[src/timer_channel_regs.svh]
// Register offsets, field positions, reset values and bus codes for the timer channels
`ifndef TIMER_CHANNEL_REGS_SVH
`define TIMER_CHANNEL_REGS_SVH

// ----------------------------------------------------------------
// Byte addresses on the register bus
// ----------------------------------------------------------------
`define TCC_ADDR_W        8
`define TCC_CH_STRIDE     8'h0C
`define TCC_SC_OFFSET     8'h00
`define TCC_VH_OFFSET     8'h04
`define TCC_VL_OFFSET     8'h08

// ----------------------------------------------------------------
// Status/control field positions
// ----------------------------------------------------------------
`define TCC_SC_FLAG_BIT   7
`define TCC_SC_IE_BIT     6
`define TCC_SC_MSB_BIT    5
`define TCC_SC_MSA_BIT    4
`define TCC_SC_ELSB_BIT   3
`define TCC_SC_ELSA_BIT   2
`define TCC_SC_TOV_BIT    1
`define TCC_SC_MAX_BIT    0

// ----------------------------------------------------------------
// Reset values
// ----------------------------------------------------------------
`define TCC_SC_RESET      8'h00
`define TCC_VAL_RESET     16'h0000
`define TCC_CNT_RESET     16'h0000

// ----------------------------------------------------------------
// Bus answer codes
// ----------------------------------------------------------------
`define TCC_RESP_OKAY     2'h0
`define TCC_RESP_SLVERR   2'h2

`endif

[src/timer_channel_pkg.sv]
// Types shared by the timer channel capture/compare logic
package timer_channel_pkg;

	// ----------------------------------------------------------------
	// One channel's status/control byte, bit 7 first
	// ----------------------------------------------------------------
	typedef struct packed {
		logic chan_event_flag;
		logic chan_irq_enable;
		logic buffered_select;
		logic mode_select_a;
		logic edge_level_hi;
		logic edge_level_lo;
		logic toggle_on_wrap;
		logic full_duty_force;
	} chan_ctrl_t;

	// ----------------------------------------------------------------
	// Pin action on a compare match, from the edge/level pair
	// ----------------------------------------------------------------
	typedef enum logic [1:0] {
		ACT_NONE,
		ACT_TOGGLE,
		ACT_CLEAR,
		ACT_SET
	} pin_action_t;

	// ----------------------------------------------------------------
	// Pin drive pair carried together
	// ----------------------------------------------------------------
	typedef struct packed {
		logic level;
		logic enable;
	} pin_drive_t;

endpackage

[src/timer_channel_capture_compare.sv]
// Two-channel capture/compare/PWM logic with an AXI4-Lite register slave
//
// Overview of operation
// RQ1: Capture mode sets the event flag on the selected active pin edge.
// RQ2: Compare mode sets the event flag when counter equals channel value.
// RQ3: Flag clears by read-while-set then write 0; newer event voids it.
// RQ4: Interrupt request asserts only while enable and flag are both one.
// RQ5: Channel 0 buffered bit disables channel 1 control and frees its pin.
// RQ6: Nonzero edge/level, unbuffered: mode bit A picks compare or capture.
// RQ7: Edge/level zero: port owns pin; mode bit A presets level low/high; code presets high for A=0, low for A=1.
// RQ8: Capture trigger: 01 rising, 10 falling, 11 either edge.
// RQ9: Unbuffered compare action: 00 flag only, 01 toggle, 10 clear, 11 set.
// RQ10: Buffered compare action: 01 toggle, 10 clear, 11 set.
// RQ11: Edge/level zero disconnects pin; channel holds preset level meanwhile.
// RQ12: Toggle-on-wrap toggles pin on each wrap in compare mode only.
// RQ13: Wrap toggle wins over a compare action in the same count.
// RQ14: Full-duty bit with toggle and clear forces 100 percent from next period.
// RQ15: Value register holds captured count or compare value; reset value arbitrary.
// RQ16: Capture mode: reading high byte blocks captures until low byte read.
// RQ17: Compare mode: writing high byte blocks matches until low byte written.
// RQ18: Reset clears flag, enable, mode bits, edge/level bits and toggle bit.
// RQ19: Software should halt and clear the counter before changing mode bits.
// RQ20: Pin should be steady two clocks before capture is enabled.
// RQ21: Captures are suppressed while the counter halt bit is set.
// RQ22: A wrap is signalled when the counter reaches the modulo value.
//
// Our own choices: the AXI4-Lite interface to the registers and the address map.
`timescale 1ns/1ps
`include "timer_channel_regs.svh"

module timer_channel_capture_compare #(
	parameter int NUM_CHAN = 2
) (
	// Clock and reset
	input  wire logic        clk_sys_in,
	input  wire logic        rst_in,
	// AXI4-Lite write address and data
	input  wire logic [7:0]  awaddr_in,
	input  wire logic        awvalid_in,
	output logic             awready_out,
	input  wire logic [31:0] wdata_in,
	input  wire logic [3:0]  wstrb_in,
	input  wire logic        wvalid_in,
	output logic             wready_out,
	// AXI4-Lite write response
	output logic [1:0]       bresp_out,
	output logic             bvalid_out,
	input  wire logic        bready_in,
	// AXI4-Lite read
	input  wire logic [7:0]  araddr_in,
	input  wire logic        arvalid_in,
	output logic             arready_out,
	output logic [31:0]      rdata_out,
	output logic [1:0]       rresp_out,
	output logic             rvalid_out,
	input  wire logic        rready_in,
	// Shared counter, same clock
	input  wire logic [15:0] counter_value_in,
	input  wire logic [15:0] modulo_value_in,
	input  wire logic        counter_halt_in,
	// Channel pins
	input  wire logic [1:0]  channel_pin_in,
	output logic [1:0]       channel_pin_out,
	output logic [1:0]       channel_pin_oe_out,
	// Per-channel interrupt requests
	output logic [1:0]       chan_irq_out
);

	// ----------------------------------------------------------------
	// Elaboration check
	// ----------------------------------------------------------------
	// Buffering pairs channel 0 with channel 1, so exactly two are served
	if (NUM_CHAN != 2) begin : g_bad_chan
		$error("timer_channel_capture_compare supports NUM_CHAN == 2 only");
	end

	// ----------------------------------------------------------------
	// Bus slave state
	// ----------------------------------------------------------------
	logic                       awready_r;
	logic                       wready_r;
	logic                       aw_held_r;
	logic                       w_held_r;
	logic [7:0]                 aw_addr_r;
	logic [31:0]                w_data_r;
	logic [3:0]                 w_strb_r;
	logic                       bvalid_r;
	logic [1:0]                 bresp_r;
	logic                       arready_r;
	logic                       rvalid_r;
	logic [31:0]                rdata_r;
	logic [1:0]                 rresp_r;
	logic                       wr_fire;
	logic                       rd_fire;
	logic                       wr_hit;
	logic                       rd_hit;
	logic [7:0]                 rd_byte;

	// Per-channel decode strobes and exported state
	logic [1:0]                 wr_sc;
	logic [1:0]                 wr_vh;
	logic [1:0]                 wr_vl;
	logic [1:0]                 rd_sc;
	logic [1:0]                 rd_vh;
	logic [1:0]                 rd_vl;
	timer_channel_pkg::chan_ctrl_t ctrl_w [2];
	logic [15:0]                val_w  [2];

	// Counter tracking
	logic [15:0]                cnt_prev_r;
	logic                       new_count;
	logic                       wrap;

	// Write takes effect once both halves are held and no answer is pending
	assign wr_fire = aw_held_r && w_held_r && !bvalid_r;
	assign rd_fire = arvalid_in && arready_r;

	// ----------------------------------------------------------------
	// Write address, data and response channels
	// ----------------------------------------------------------------
	// Ready stays low from acceptance until the response is taken
	always_ff @(posedge clk_sys_in or posedge rst_in) begin
		if (rst_in) begin
			awready_r <= 1'b1;
			wready_r  <= 1'b1;
			aw_held_r <= 1'b0;
			w_held_r  <= 1'b0;
			aw_addr_r <= 8'h00;
			w_data_r  <= 32'h00000000;
			w_strb_r  <= 4'h0;
			bvalid_r  <= 1'b0;
			bresp_r   <= `TCC_RESP_OKAY;
		end else begin
			if (awvalid_in && awready_r) begin
				aw_addr_r <= awaddr_in;
				aw_held_r <= 1'b1;
				awready_r <= 1'b0;
			end
			if (wvalid_in && wready_r) begin
				w_data_r <= wdata_in;
				w_strb_r <= wstrb_in;
				w_held_r <= 1'b1;
				wready_r <= 1'b0;
			end
			if (wr_fire) begin
				aw_held_r <= 1'b0;
				w_held_r  <= 1'b0;
				bvalid_r  <= 1'b1;
				bresp_r   <= wr_hit ? `TCC_RESP_OKAY : `TCC_RESP_SLVERR;
			end
			if (bvalid_r && bready_in) begin
				bvalid_r  <= 1'b0;
				awready_r <= 1'b1;
				wready_r  <= 1'b1;
			end
		end
	end

	// ----------------------------------------------------------------
	// Read address and data channels
	// ----------------------------------------------------------------
	// Data is captured at acceptance, so read side effects happen then
	always_ff @(posedge clk_sys_in or posedge rst_in) begin
		if (rst_in) begin
			arready_r <= 1'b1;
			rvalid_r  <= 1'b0;
			rdata_r   <= 32'h00000000;
			rresp_r   <= `TCC_RESP_OKAY;
		end else begin
			if (rd_fire) begin
				arready_r <= 1'b0;
				rvalid_r  <= 1'b1;
				rdata_r   <= {24'h000000, rd_byte};
				rresp_r   <= rd_hit ? `TCC_RESP_OKAY : `TCC_RESP_SLVERR;
			end
			if (rvalid_r && rready_in) begin
				rvalid_r  <= 1'b0;
				arready_r <= 1'b1;
			end
		end
	end

	assign awready_out = awready_r;
	assign wready_out  = wready_r;
	assign bvalid_out  = bvalid_r;
	assign bresp_out   = bresp_r;
	assign arready_out = arready_r;
	assign rvalid_out  = rvalid_r;
	assign rdata_out   = rdata_r;
	assign rresp_out   = rresp_r;

	// ----------------------------------------------------------------
	// Address decode and read mux
	// ----------------------------------------------------------------
	// Only byte lane 0 carries register data; other lanes are ignored
	always_comb begin
		wr_hit  = 1'b0;
		rd_hit  = 1'b0;
		rd_byte = 8'h00;
		wr_sc   = 2'b00;
		wr_vh   = 2'b00;
		wr_vl   = 2'b00;
		rd_sc   = 2'b00;
		rd_vh   = 2'b00;
		rd_vl   = 2'b00;
		for (int c = 0; c < 2; c++) begin
			if (aw_addr_r == 8'(c) * `TCC_CH_STRIDE + `TCC_SC_OFFSET) begin
				wr_hit   = 1'b1;
				wr_sc[c] = wr_fire && w_strb_r[0];
			end
			if (aw_addr_r == 8'(c) * `TCC_CH_STRIDE + `TCC_VH_OFFSET) begin
				wr_hit   = 1'b1;
				wr_vh[c] = wr_fire && w_strb_r[0];
			end
			if (aw_addr_r == 8'(c) * `TCC_CH_STRIDE + `TCC_VL_OFFSET) begin
				wr_hit   = 1'b1;
				wr_vl[c] = wr_fire && w_strb_r[0];
			end
			if (araddr_in == 8'(c) * `TCC_CH_STRIDE + `TCC_SC_OFFSET) begin
				rd_hit   = 1'b1;
				rd_byte  = ctrl_w[c];
				rd_sc[c] = rd_fire;
			end
			if (araddr_in == 8'(c) * `TCC_CH_STRIDE + `TCC_VH_OFFSET) begin
				rd_hit   = 1'b1;
				rd_byte  = val_w[c][15:8];
				rd_vh[c] = rd_fire;
			end
			if (araddr_in == 8'(c) * `TCC_CH_STRIDE + `TCC_VL_OFFSET) begin
				rd_hit   = 1'b1;
				rd_byte  = val_w[c][7:0];
				rd_vl[c] = rd_fire;
			end
		end
	end

	// ----------------------------------------------------------------
	// Counter step and wrap detection
	// ----------------------------------------------------------------
	// The counter is prescaled; act once per new count, not once per clock
	always_ff @(posedge clk_sys_in or posedge rst_in) begin
		if (rst_in) begin
			cnt_prev_r <= `TCC_CNT_RESET;
		end else begin
			cnt_prev_r <= counter_value_in;
		end
	end

	assign new_count = counter_value_in != cnt_prev_r;
	assign wrap      = new_count && (counter_value_in == modulo_value_in); // RQ22

	// ----------------------------------------------------------------
	// Channels
	// ----------------------------------------------------------------
	for (genvar g = 0; g < 2; g++) begin : g_chan
		timer_channel_pkg::chan_ctrl_t  ctrl_r;
		timer_channel_pkg::pin_action_t action;
		timer_channel_pkg::pin_drive_t  drive_r;
		logic [15:0]                    val_r;
		logic [15:0]                    target;
		logic                           armed_r;
		logic                           rd_lock_r;
		logic                           wr_lock_r;
		logic                           max_eff_r;
		logic                           irq_r;
		logic                           sync1_r;
		logic                           sync2_r;
		logic                           sync3_r;
		logic                           disabled;
		logic                           buffered;
		logic                           els_zero;
		logic                           compare_mode;
		logic                           capture_mode;
		logic                           edge_hit;
		logic                           capture_ev;
		logic                           match;
		logic                           chan_event;

		// Mode decode from the mode and edge/level bits
		assign disabled     = (g == 1) && ctrl_w[0].buffered_select; // RQ5
		assign buffered     = (g == 0) && ctrl_r.buffered_select;
		assign els_zero     = !ctrl_r.edge_level_hi && !ctrl_r.edge_level_lo;
		assign compare_mode = !disabled && (ctrl_r.mode_select_a || buffered); // RQ6
		assign capture_mode = !disabled && !ctrl_r.mode_select_a && !buffered
				&& !els_zero; // RQ6

		// Pin action on compare from the edge/level pair
		always_comb begin
			case ({ctrl_r.edge_level_hi, ctrl_r.edge_level_lo})
				2'b01:   action = timer_channel_pkg::ACT_TOGGLE; // RQ9 RQ10
				2'b10:   action = timer_channel_pkg::ACT_CLEAR; // RQ9 RQ10
				2'b11:   action = timer_channel_pkg::ACT_SET; // RQ9 RQ10
				default: action = timer_channel_pkg::ACT_NONE; // RQ9
			endcase
		end

		// Pin synchroniser; third stage only keeps history for edges
		always_ff @(posedge clk_sys_in or posedge rst_in) begin
			if (rst_in) begin
				sync1_r <= 1'b0;
				sync2_r <= 1'b0;
				sync3_r <= 1'b0;
			end else begin
				sync1_r <= channel_pin_in[g];
				sync2_r <= sync1_r;
				sync3_r <= sync2_r;
			end
		end

		// Active edge select
		assign edge_hit = (ctrl_r.edge_level_lo && sync2_r && !sync3_r)
				|| (ctrl_r.edge_level_hi && !sync2_r && sync3_r); // RQ8
		assign capture_ev = capture_mode && edge_hit && !counter_halt_in
				&& !rd_lock_r; // RQ1 RQ16 RQ21

		// Buffered compare takes the channel value whose low byte was written last, loaded at each wrap
		if (g == 0) begin : g_buf
			logic        buf_src_r;
			logic [15:0] act_cmp_r;
			always_ff @(posedge clk_sys_in or posedge rst_in) begin
				if (rst_in) begin
					buf_src_r <= 1'b0;
					act_cmp_r <= `TCC_VAL_RESET;
				end else begin
					if (wr_vl[1])
						buf_src_r <= 1'b1;
					else if (wr_vl[0])
						buf_src_r <= 1'b0;
					if (wrap)
						act_cmp_r <= buf_src_r ? val_w[1] : val_w[0]; // RQ10
				end
			end
			assign target = buffered ? act_cmp_r : val_r;
		end else begin : g_unbuf
			assign target = val_r;
		end

		assign match = compare_mode && new_count && (counter_value_in == target)
				&& !wr_lock_r; // RQ2 RQ17
		assign chan_event = match || capture_ev;

		// Control byte and flag; a new event always beats a clear
		always_ff @(posedge clk_sys_in or posedge rst_in) begin
			if (rst_in) begin
				ctrl_r  <= `TCC_SC_RESET; // RQ18
				armed_r <= 1'b0;
			end else begin
				if (rd_sc[g] && ctrl_r.chan_event_flag && !disabled)
					armed_r <= 1'b1; // RQ3
				if (wr_sc[g] && !disabled) begin // RQ5
					ctrl_r.chan_irq_enable <= w_data_r[`TCC_SC_IE_BIT];
					ctrl_r.buffered_select <= (g == 0) && w_data_r[`TCC_SC_MSB_BIT];
					ctrl_r.mode_select_a   <= w_data_r[`TCC_SC_MSA_BIT];
					ctrl_r.edge_level_hi   <= w_data_r[`TCC_SC_ELSB_BIT];
					ctrl_r.edge_level_lo   <= w_data_r[`TCC_SC_ELSA_BIT];
					ctrl_r.toggle_on_wrap  <= w_data_r[`TCC_SC_TOV_BIT];
					ctrl_r.full_duty_force <= w_data_r[`TCC_SC_MAX_BIT];
					if (armed_r && !w_data_r[`TCC_SC_FLAG_BIT])
						ctrl_r.chan_event_flag <= 1'b0; // RQ3
					armed_r <= 1'b0;
				end
				if (chan_event) begin
					ctrl_r.chan_event_flag <= 1'b1; // RQ1 RQ2 RQ3
					armed_r                <= 1'b0; // RQ3
				end
			end
		end

		// Value register; a capture outranks a same-cycle byte write
		always_ff @(posedge clk_sys_in or posedge rst_in) begin
			if (rst_in) begin
				val_r <= `TCC_VAL_RESET; // RQ15
			end else if (capture_ev) begin
				val_r <= counter_value_in; // RQ15
			end else begin
				if (wr_vh[g])
					val_r[15:8] <= w_data_r[7:0];
				if (wr_vl[g])
					val_r[7:0] <= w_data_r[7:0];
			end
		end

		// Byte coherency interlocks, dropped when the mode leaves
		always_ff @(posedge clk_sys_in or posedge rst_in) begin
			if (rst_in) begin
				rd_lock_r <= 1'b0;
				wr_lock_r <= 1'b0;
			end else begin
				if (!capture_mode)
					rd_lock_r <= 1'b0;
				else if (rd_vh[g])
					rd_lock_r <= 1'b1; // RQ16
				else if (rd_vl[g])
					rd_lock_r <= 1'b0; // RQ16
				if (!compare_mode)
					wr_lock_r <= 1'b0;
				else if (wr_vh[g])
					wr_lock_r <= 1'b1; // RQ17
				else if (wr_vl[g])
					wr_lock_r <= 1'b0; // RQ17
			end
		end

		// Full duty only changes at a wrap, so a period is never cut short
		always_ff @(posedge clk_sys_in or posedge rst_in) begin
			if (rst_in) begin
				max_eff_r <= 1'b0;
			end else if (wrap) begin
				max_eff_r <= ctrl_r.full_duty_force && ctrl_r.toggle_on_wrap
						&& (action == timer_channel_pkg::ACT_CLEAR); // RQ14
			end
		end

		// Pin drive; port owns the pin whenever edge/level is zero
		always_ff @(posedge clk_sys_in or posedge rst_in) begin
			if (rst_in) begin
				drive_r <= '{level: 1'b1, enable: 1'b0};
			end else if (disabled) begin
				drive_r.enable <= 1'b0; // RQ5
			end else if (els_zero) begin
				drive_r.enable <= 1'b0; // RQ11
				drive_r.level  <= !ctrl_r.mode_select_a; // RQ7 RQ11
			end else if (!compare_mode) begin
				drive_r.enable <= 1'b0;
			end else begin
				drive_r.enable <= 1'b1; // RQ11
				if (wrap && ctrl_r.toggle_on_wrap) begin // RQ12 RQ13
					drive_r.level <= max_eff_r ? 1'b1 : !drive_r.level; // RQ14
				end else if (match) begin
					case (action)
						timer_channel_pkg::ACT_TOGGLE: drive_r.level <= !drive_r.level;
						timer_channel_pkg::ACT_CLEAR:  drive_r.level <= max_eff_r; // RQ14
						timer_channel_pkg::ACT_SET:    drive_r.level <= 1'b1;
						default:                       drive_r.level <= drive_r.level;
					endcase
				end
			end
		end

		// Interrupt request
		always_ff @(posedge clk_sys_in or posedge rst_in) begin
			if (rst_in) begin
				irq_r <= 1'b0;
			end else begin
				irq_r <= ctrl_r.chan_irq_enable && ctrl_r.chan_event_flag
						&& !disabled; // RQ4
			end
		end

		assign ctrl_w[g]             = ctrl_r;
		assign val_w[g]              = val_r;
		assign channel_pin_out[g]    = drive_r.level;
		assign channel_pin_oe_out[g] = drive_r.enable;
		assign chan_irq_out[g]       = irq_r;
	end

endmodule // timer_channel_capture_compare

[config.mk]
export PLATFORM = sky130hd
export DESIGN_NAME = timer_channel_capture_compare
export DESIGN_NICKNAME = d
export VERILOG_FILES = /design/src/timer_channel_pkg.sv /design/src/timer_channel_capture_compare.sv
export VERILOG_INCLUDE_DIRS = /design/src
export SDC_FILE = /design/constraint.sdc
export NUM_CORES = 1
export LEC_CHECK = 0
export BUFFER_PORTS_ARGS = -buffer_cell sky130_fd_sc_hd__buf_4
export CAP_MARGIN = 25
export CELL_PAD_IN_SITES_DETAIL_PLACEMENT = 0
export CELL_PAD_IN_SITES_GLOBAL_PLACEMENT = 1
export CORE_AREA = 2 2 127 129
export DETAILED_ROUTE_END_ITERATION = 8
export DIE_AREA = 0 0 129 131
export PLACE_DENSITY_LB_ADDON = 0.1
export SLEW_MARGIN = 20
export SYNTH_ARGS = -nofsm -noshare
export SYNTH_HDL_FRONTEND = slang
export SYNTH_SLANG_ARGS = --single-unit
[constraint.sdc]
create_clock -name clk_sys_in -period 14.95 [get_ports clk_sys_in]
set_input_delay 3.7375 -clock clk_sys_in [delete_from_list [all_inputs] [get_ports clk_sys_in]]
set_output_delay 3.7375 -clock clk_sys_in [all_outputs]
set_load 0.1 [all_outputs]
==> impl_metrics.sql <==
INSERT INTO impl_metrics (metric_group, metric, value, unit) VALUES
('critical_path', 'endpoint_kind', 'register', ''),
('flow_run', 'drv.max_cap_violation_count', '0', ''),
('global_route', 'maximum_number_of_pins_on_one_net_before_global_route_repair', '54', ''),
('drt', 'vias', '5193', ''),
('sta', 'slew_viol_final', '0', ''),
('synth', 'synth_cells', '678', ''),
('floorplanning', 'chip_height', '131', 'um'),
('critical_path', 'path_common_cell', 'sky130_fd_sc_hd__buf_4', ''),
('drt', 'drc', '0', ''),
('cts', 'clock_sink_count', '134', ''),
('sta', 'period_share', '0.370', ''),
('synth', 'ys_types', '62', ''),
('placed_design', 'dpl.cell_count', '941', ''),
('floorplanning', 'ioPinCount', '141', ''),
('critical_path', 'r2r_start', 'g_chan[0].buffered', ''),
('finish', 'antenna_diode_count', '0', ''),
('synth', 'avgSynthCellArea', '10.4', 'um^2'),
('sta', 'setup_violations', '0', ''),
('drt', 'drtIter0Drc', '434', ''),
('finish', 'synth_to_final_area_change', '20.1', '%'),
('pwr', 'power-per-cell-area', '165', 'nW/um^2'),
('global_route', 'first_pass_grt_wire_length', '30.7', 'mm'),
('cts', 'clockBufferDepth', '2', ''),
('sta', 'rsz_0062_raised_after_global_routing', 'no', ''),
('placed_design', 'gp_congestion', '0.858', ''),
('synth', 'synth_ff_type', 'sky130_fd_sc_hd__dfrtp_1', ''),
('finish', 'layout.nets', '838', ''),
('cts', 'post_cts.repair.setup_buffers', '0', ''),
('sta', 'final_period_minus_worst_setup_slack', '5.54', 'ns'),
('synth', 'synth_largest_type_area_fraction', '0.457', ''),
('floorplanning', 'start_util', '0.453', ''),
('drt', 'wl', '19.9', 'mm'),
('synth', 'synth_top_cell_by_area', 'sky130_fd_sc_hd__dfrtp_1', ''),
('pwr', 'cellLeakagePower', '3.75', 'nW'),
('worst_hold_path', 'min-delay-start', 'g_chan[0].sync1_r', ''),
('cts', 'clk_transition_reported_paths', '0.06', 'ns'),
('pwr', 'power.ir.vdd_worst', '0.110', 'mV'),
('synth', 'asyncSetResetFlopFracSynth', '1.00', ''),
('floorplanning', 'dieArea', '16900', 'um^2'),
('cts', 'root_buffer', 'sky130_fd_sc_hd__clkbuf_16', ''),
('synth', 'sequential_cell_area_fraction_in_the_yosys_report', '0.475', ''),
('critical_path', 'worstPathCellList', 'buf_4 > xor2_1 > nor4_1 > nand4_1 > nor2_2 > buf_4 > mux2_2', ''),
('finish', 'mostFrequentLayoutCell', 'sky130_fd_sc_hd__dfrtp_1', ''),
('sta', 'max-slew-margin-rel', '0.391', ''),
('synth', 'synth_warnings', '0', ''),
('cts', 'cts.hold.buffers_added', '0', ''),
('synth', 'flip_flop_and_latch_count_after_synthesis', '134', ''),
('critical_path', 'timing.critical_path.arrival', '5.84', 'ns'),
('critical_path', 'cp.required', '15.25', 'ns'),
('placed_design', 'port_buffer_count', '87', ''),
('cts', 'tritoncts', 'done', ''),
('floorplanning', 'die_width', '129', 'um'),
('floorplanning', 'num_rows', '46', ''),
('drt', 'postRouteAntennaNets', '0', ''),
('cts', 'cts_made_buffers', '17', ''),
('critical_path', 'startpoint', 'counter_value_in[0]', ''),
('sta', 'max_slew.worst_pin.slew', '0.909', 'ns'),
('cts', 'cts_resized', '0', ''),
('outcome', 'outcome', 'finished, final reports clean', ''),
('critical_path', 'cp_slowest_stage_delay', '0.45', 'ns'),
('sta', 'clock-skew-final', '0.0127', 'ns'),
('critical_path', 'crit_fanout', '35', ''),
('critical_path', 'timing.critical_path.slowest_stage_cell', 'sky130_fd_sc_hd__nand4_1', ''),
('synth', 'post_synth_instance_area', '7070', 'um^2'),
('cts', 'clock_latency', '0.42', 'ns'),
('worst_hold_path', 'hold_path_class', 'reg2reg', ''),
('global_route', 'grt_pass1_vias', '5197', ''),
('critical_path', 'worstPathBufferInverterCount', '2', ''),
('floorplanning', 'core', '15600', 'um^2'),
('global_route', 'gr-usage-all-layers', '0.250', ''),
('drt', 'route.detailed.vias_per_inst', '5.34', '');
## registers in the layout (all words and copies together), names as in the netlist, 8 cells and up
| name | cells |
|---|---|
| rdata_out | 8 |
| g_chan.val_r | 16 |
| ctrl_w | 14 |
| g_chan.target | 16 |
| aw_addr_r | 8 |
| g_chan.g_buf.act_cmp_r | 16 |
| cnt_prev_r | 16 |
| w_data_r | 8 |
## report_power, final
part | switching, mW | internal, mW
logic | 0.221 | 0.138
registers | 0.109 | 0.437
clock network | 0.160 | 0.339
## cell families after synthesis
kind of cell,Yosys count,share of synthesized area
AO/OA/AOI/OAI,115,0.0967
XOR/XNOR,65,0.0806
buffers and inverters,90,0.0653
flip-flops,134,0.475
multiplexers,103,0.154
other,1,0.000531
AND/OR/NAND/NOR,170,0.127
## path summary, 6_finish.rpt
kind,endpoint,depth (start not counted),slack [ns]
max in group asynchronous,arready_out,4,10.25
min in group asynchronous,ctrl_w[6],2,3.42
hold / removal,g_chan[0].sync2_r,0,0.36
setup reg to reg,channel_pin_out[0],7,11.95
setup / recovery,g_chan[1].max_eff_r,7,9.41
hold reg to reg,g_chan[0].sync2_r,0,0.36
## synth_stat cells, drive strengths merged (2+ instances only)
cell type / count
dfrtp: 129
mux2i: 73
nand2: 56
o21ai: 52
nor2: 43
buf: 37
clkbuf: 36
xnor2: 33
xor2: 32
a21oi: 31
mux2: 30
inv: 17
nor4: 11
nand4: 9
nor3: 9
a221oi: 7
a22o: 7
nand3b: 6
dfstp: 5
or4: 5
nor2b: 4
or3: 4
nand4b: 3
nor3b: 3
nor4b: 3
a2111o: 2
a21boi: 2
a31oi: 2
and3: 2
and3b: 2
nand2b: 2
o21bai: 2
o31a: 2
or2: 2
## metrics by stage
step           hold WS, ns  setup WS (ns)  power (mW)   util  area, um^2
2_1_floorplan        0.331           7.64       0.795      -        7160
3_3_place_gp         0.345           9.00       0.896  0.496        7740
3_5_place_dp         0.336           8.98       0.908  0.499        7780
4_1_cts              0.360           9.40        1.41  0.544        8490
5_1_grt              0.361           9.27        1.47  0.544        8490
6_report             0.357           9.41        1.40  0.544        8490
## area by class of cell
cell class	instances	area (um^2)
Multi-Input combinational cell	479	3350
Tap cell	216	270
Fill cell	1400	7110
Clock inverter	12	248
Inverter	17	66.3
Clock buffer	20	457
Timing Repair Buffer	95	741
Sequential cell	134	3360
## metal layers
| metal | vias up | global-route usage | part of all wire |
|---|---|---|---|
| li1 | 2444 | - | - |
| met1 | 2536 | 0.343 | 0.46 |
| met2 | 183 | 0.401 | 0.46 |
| met3 | 30 | 0.0537 | 0.056 |
| met4 | 0 | 0.0774 | 0.025 |
| met5 | - | 0 | 0 |
(Power assumes the default switching activity.)
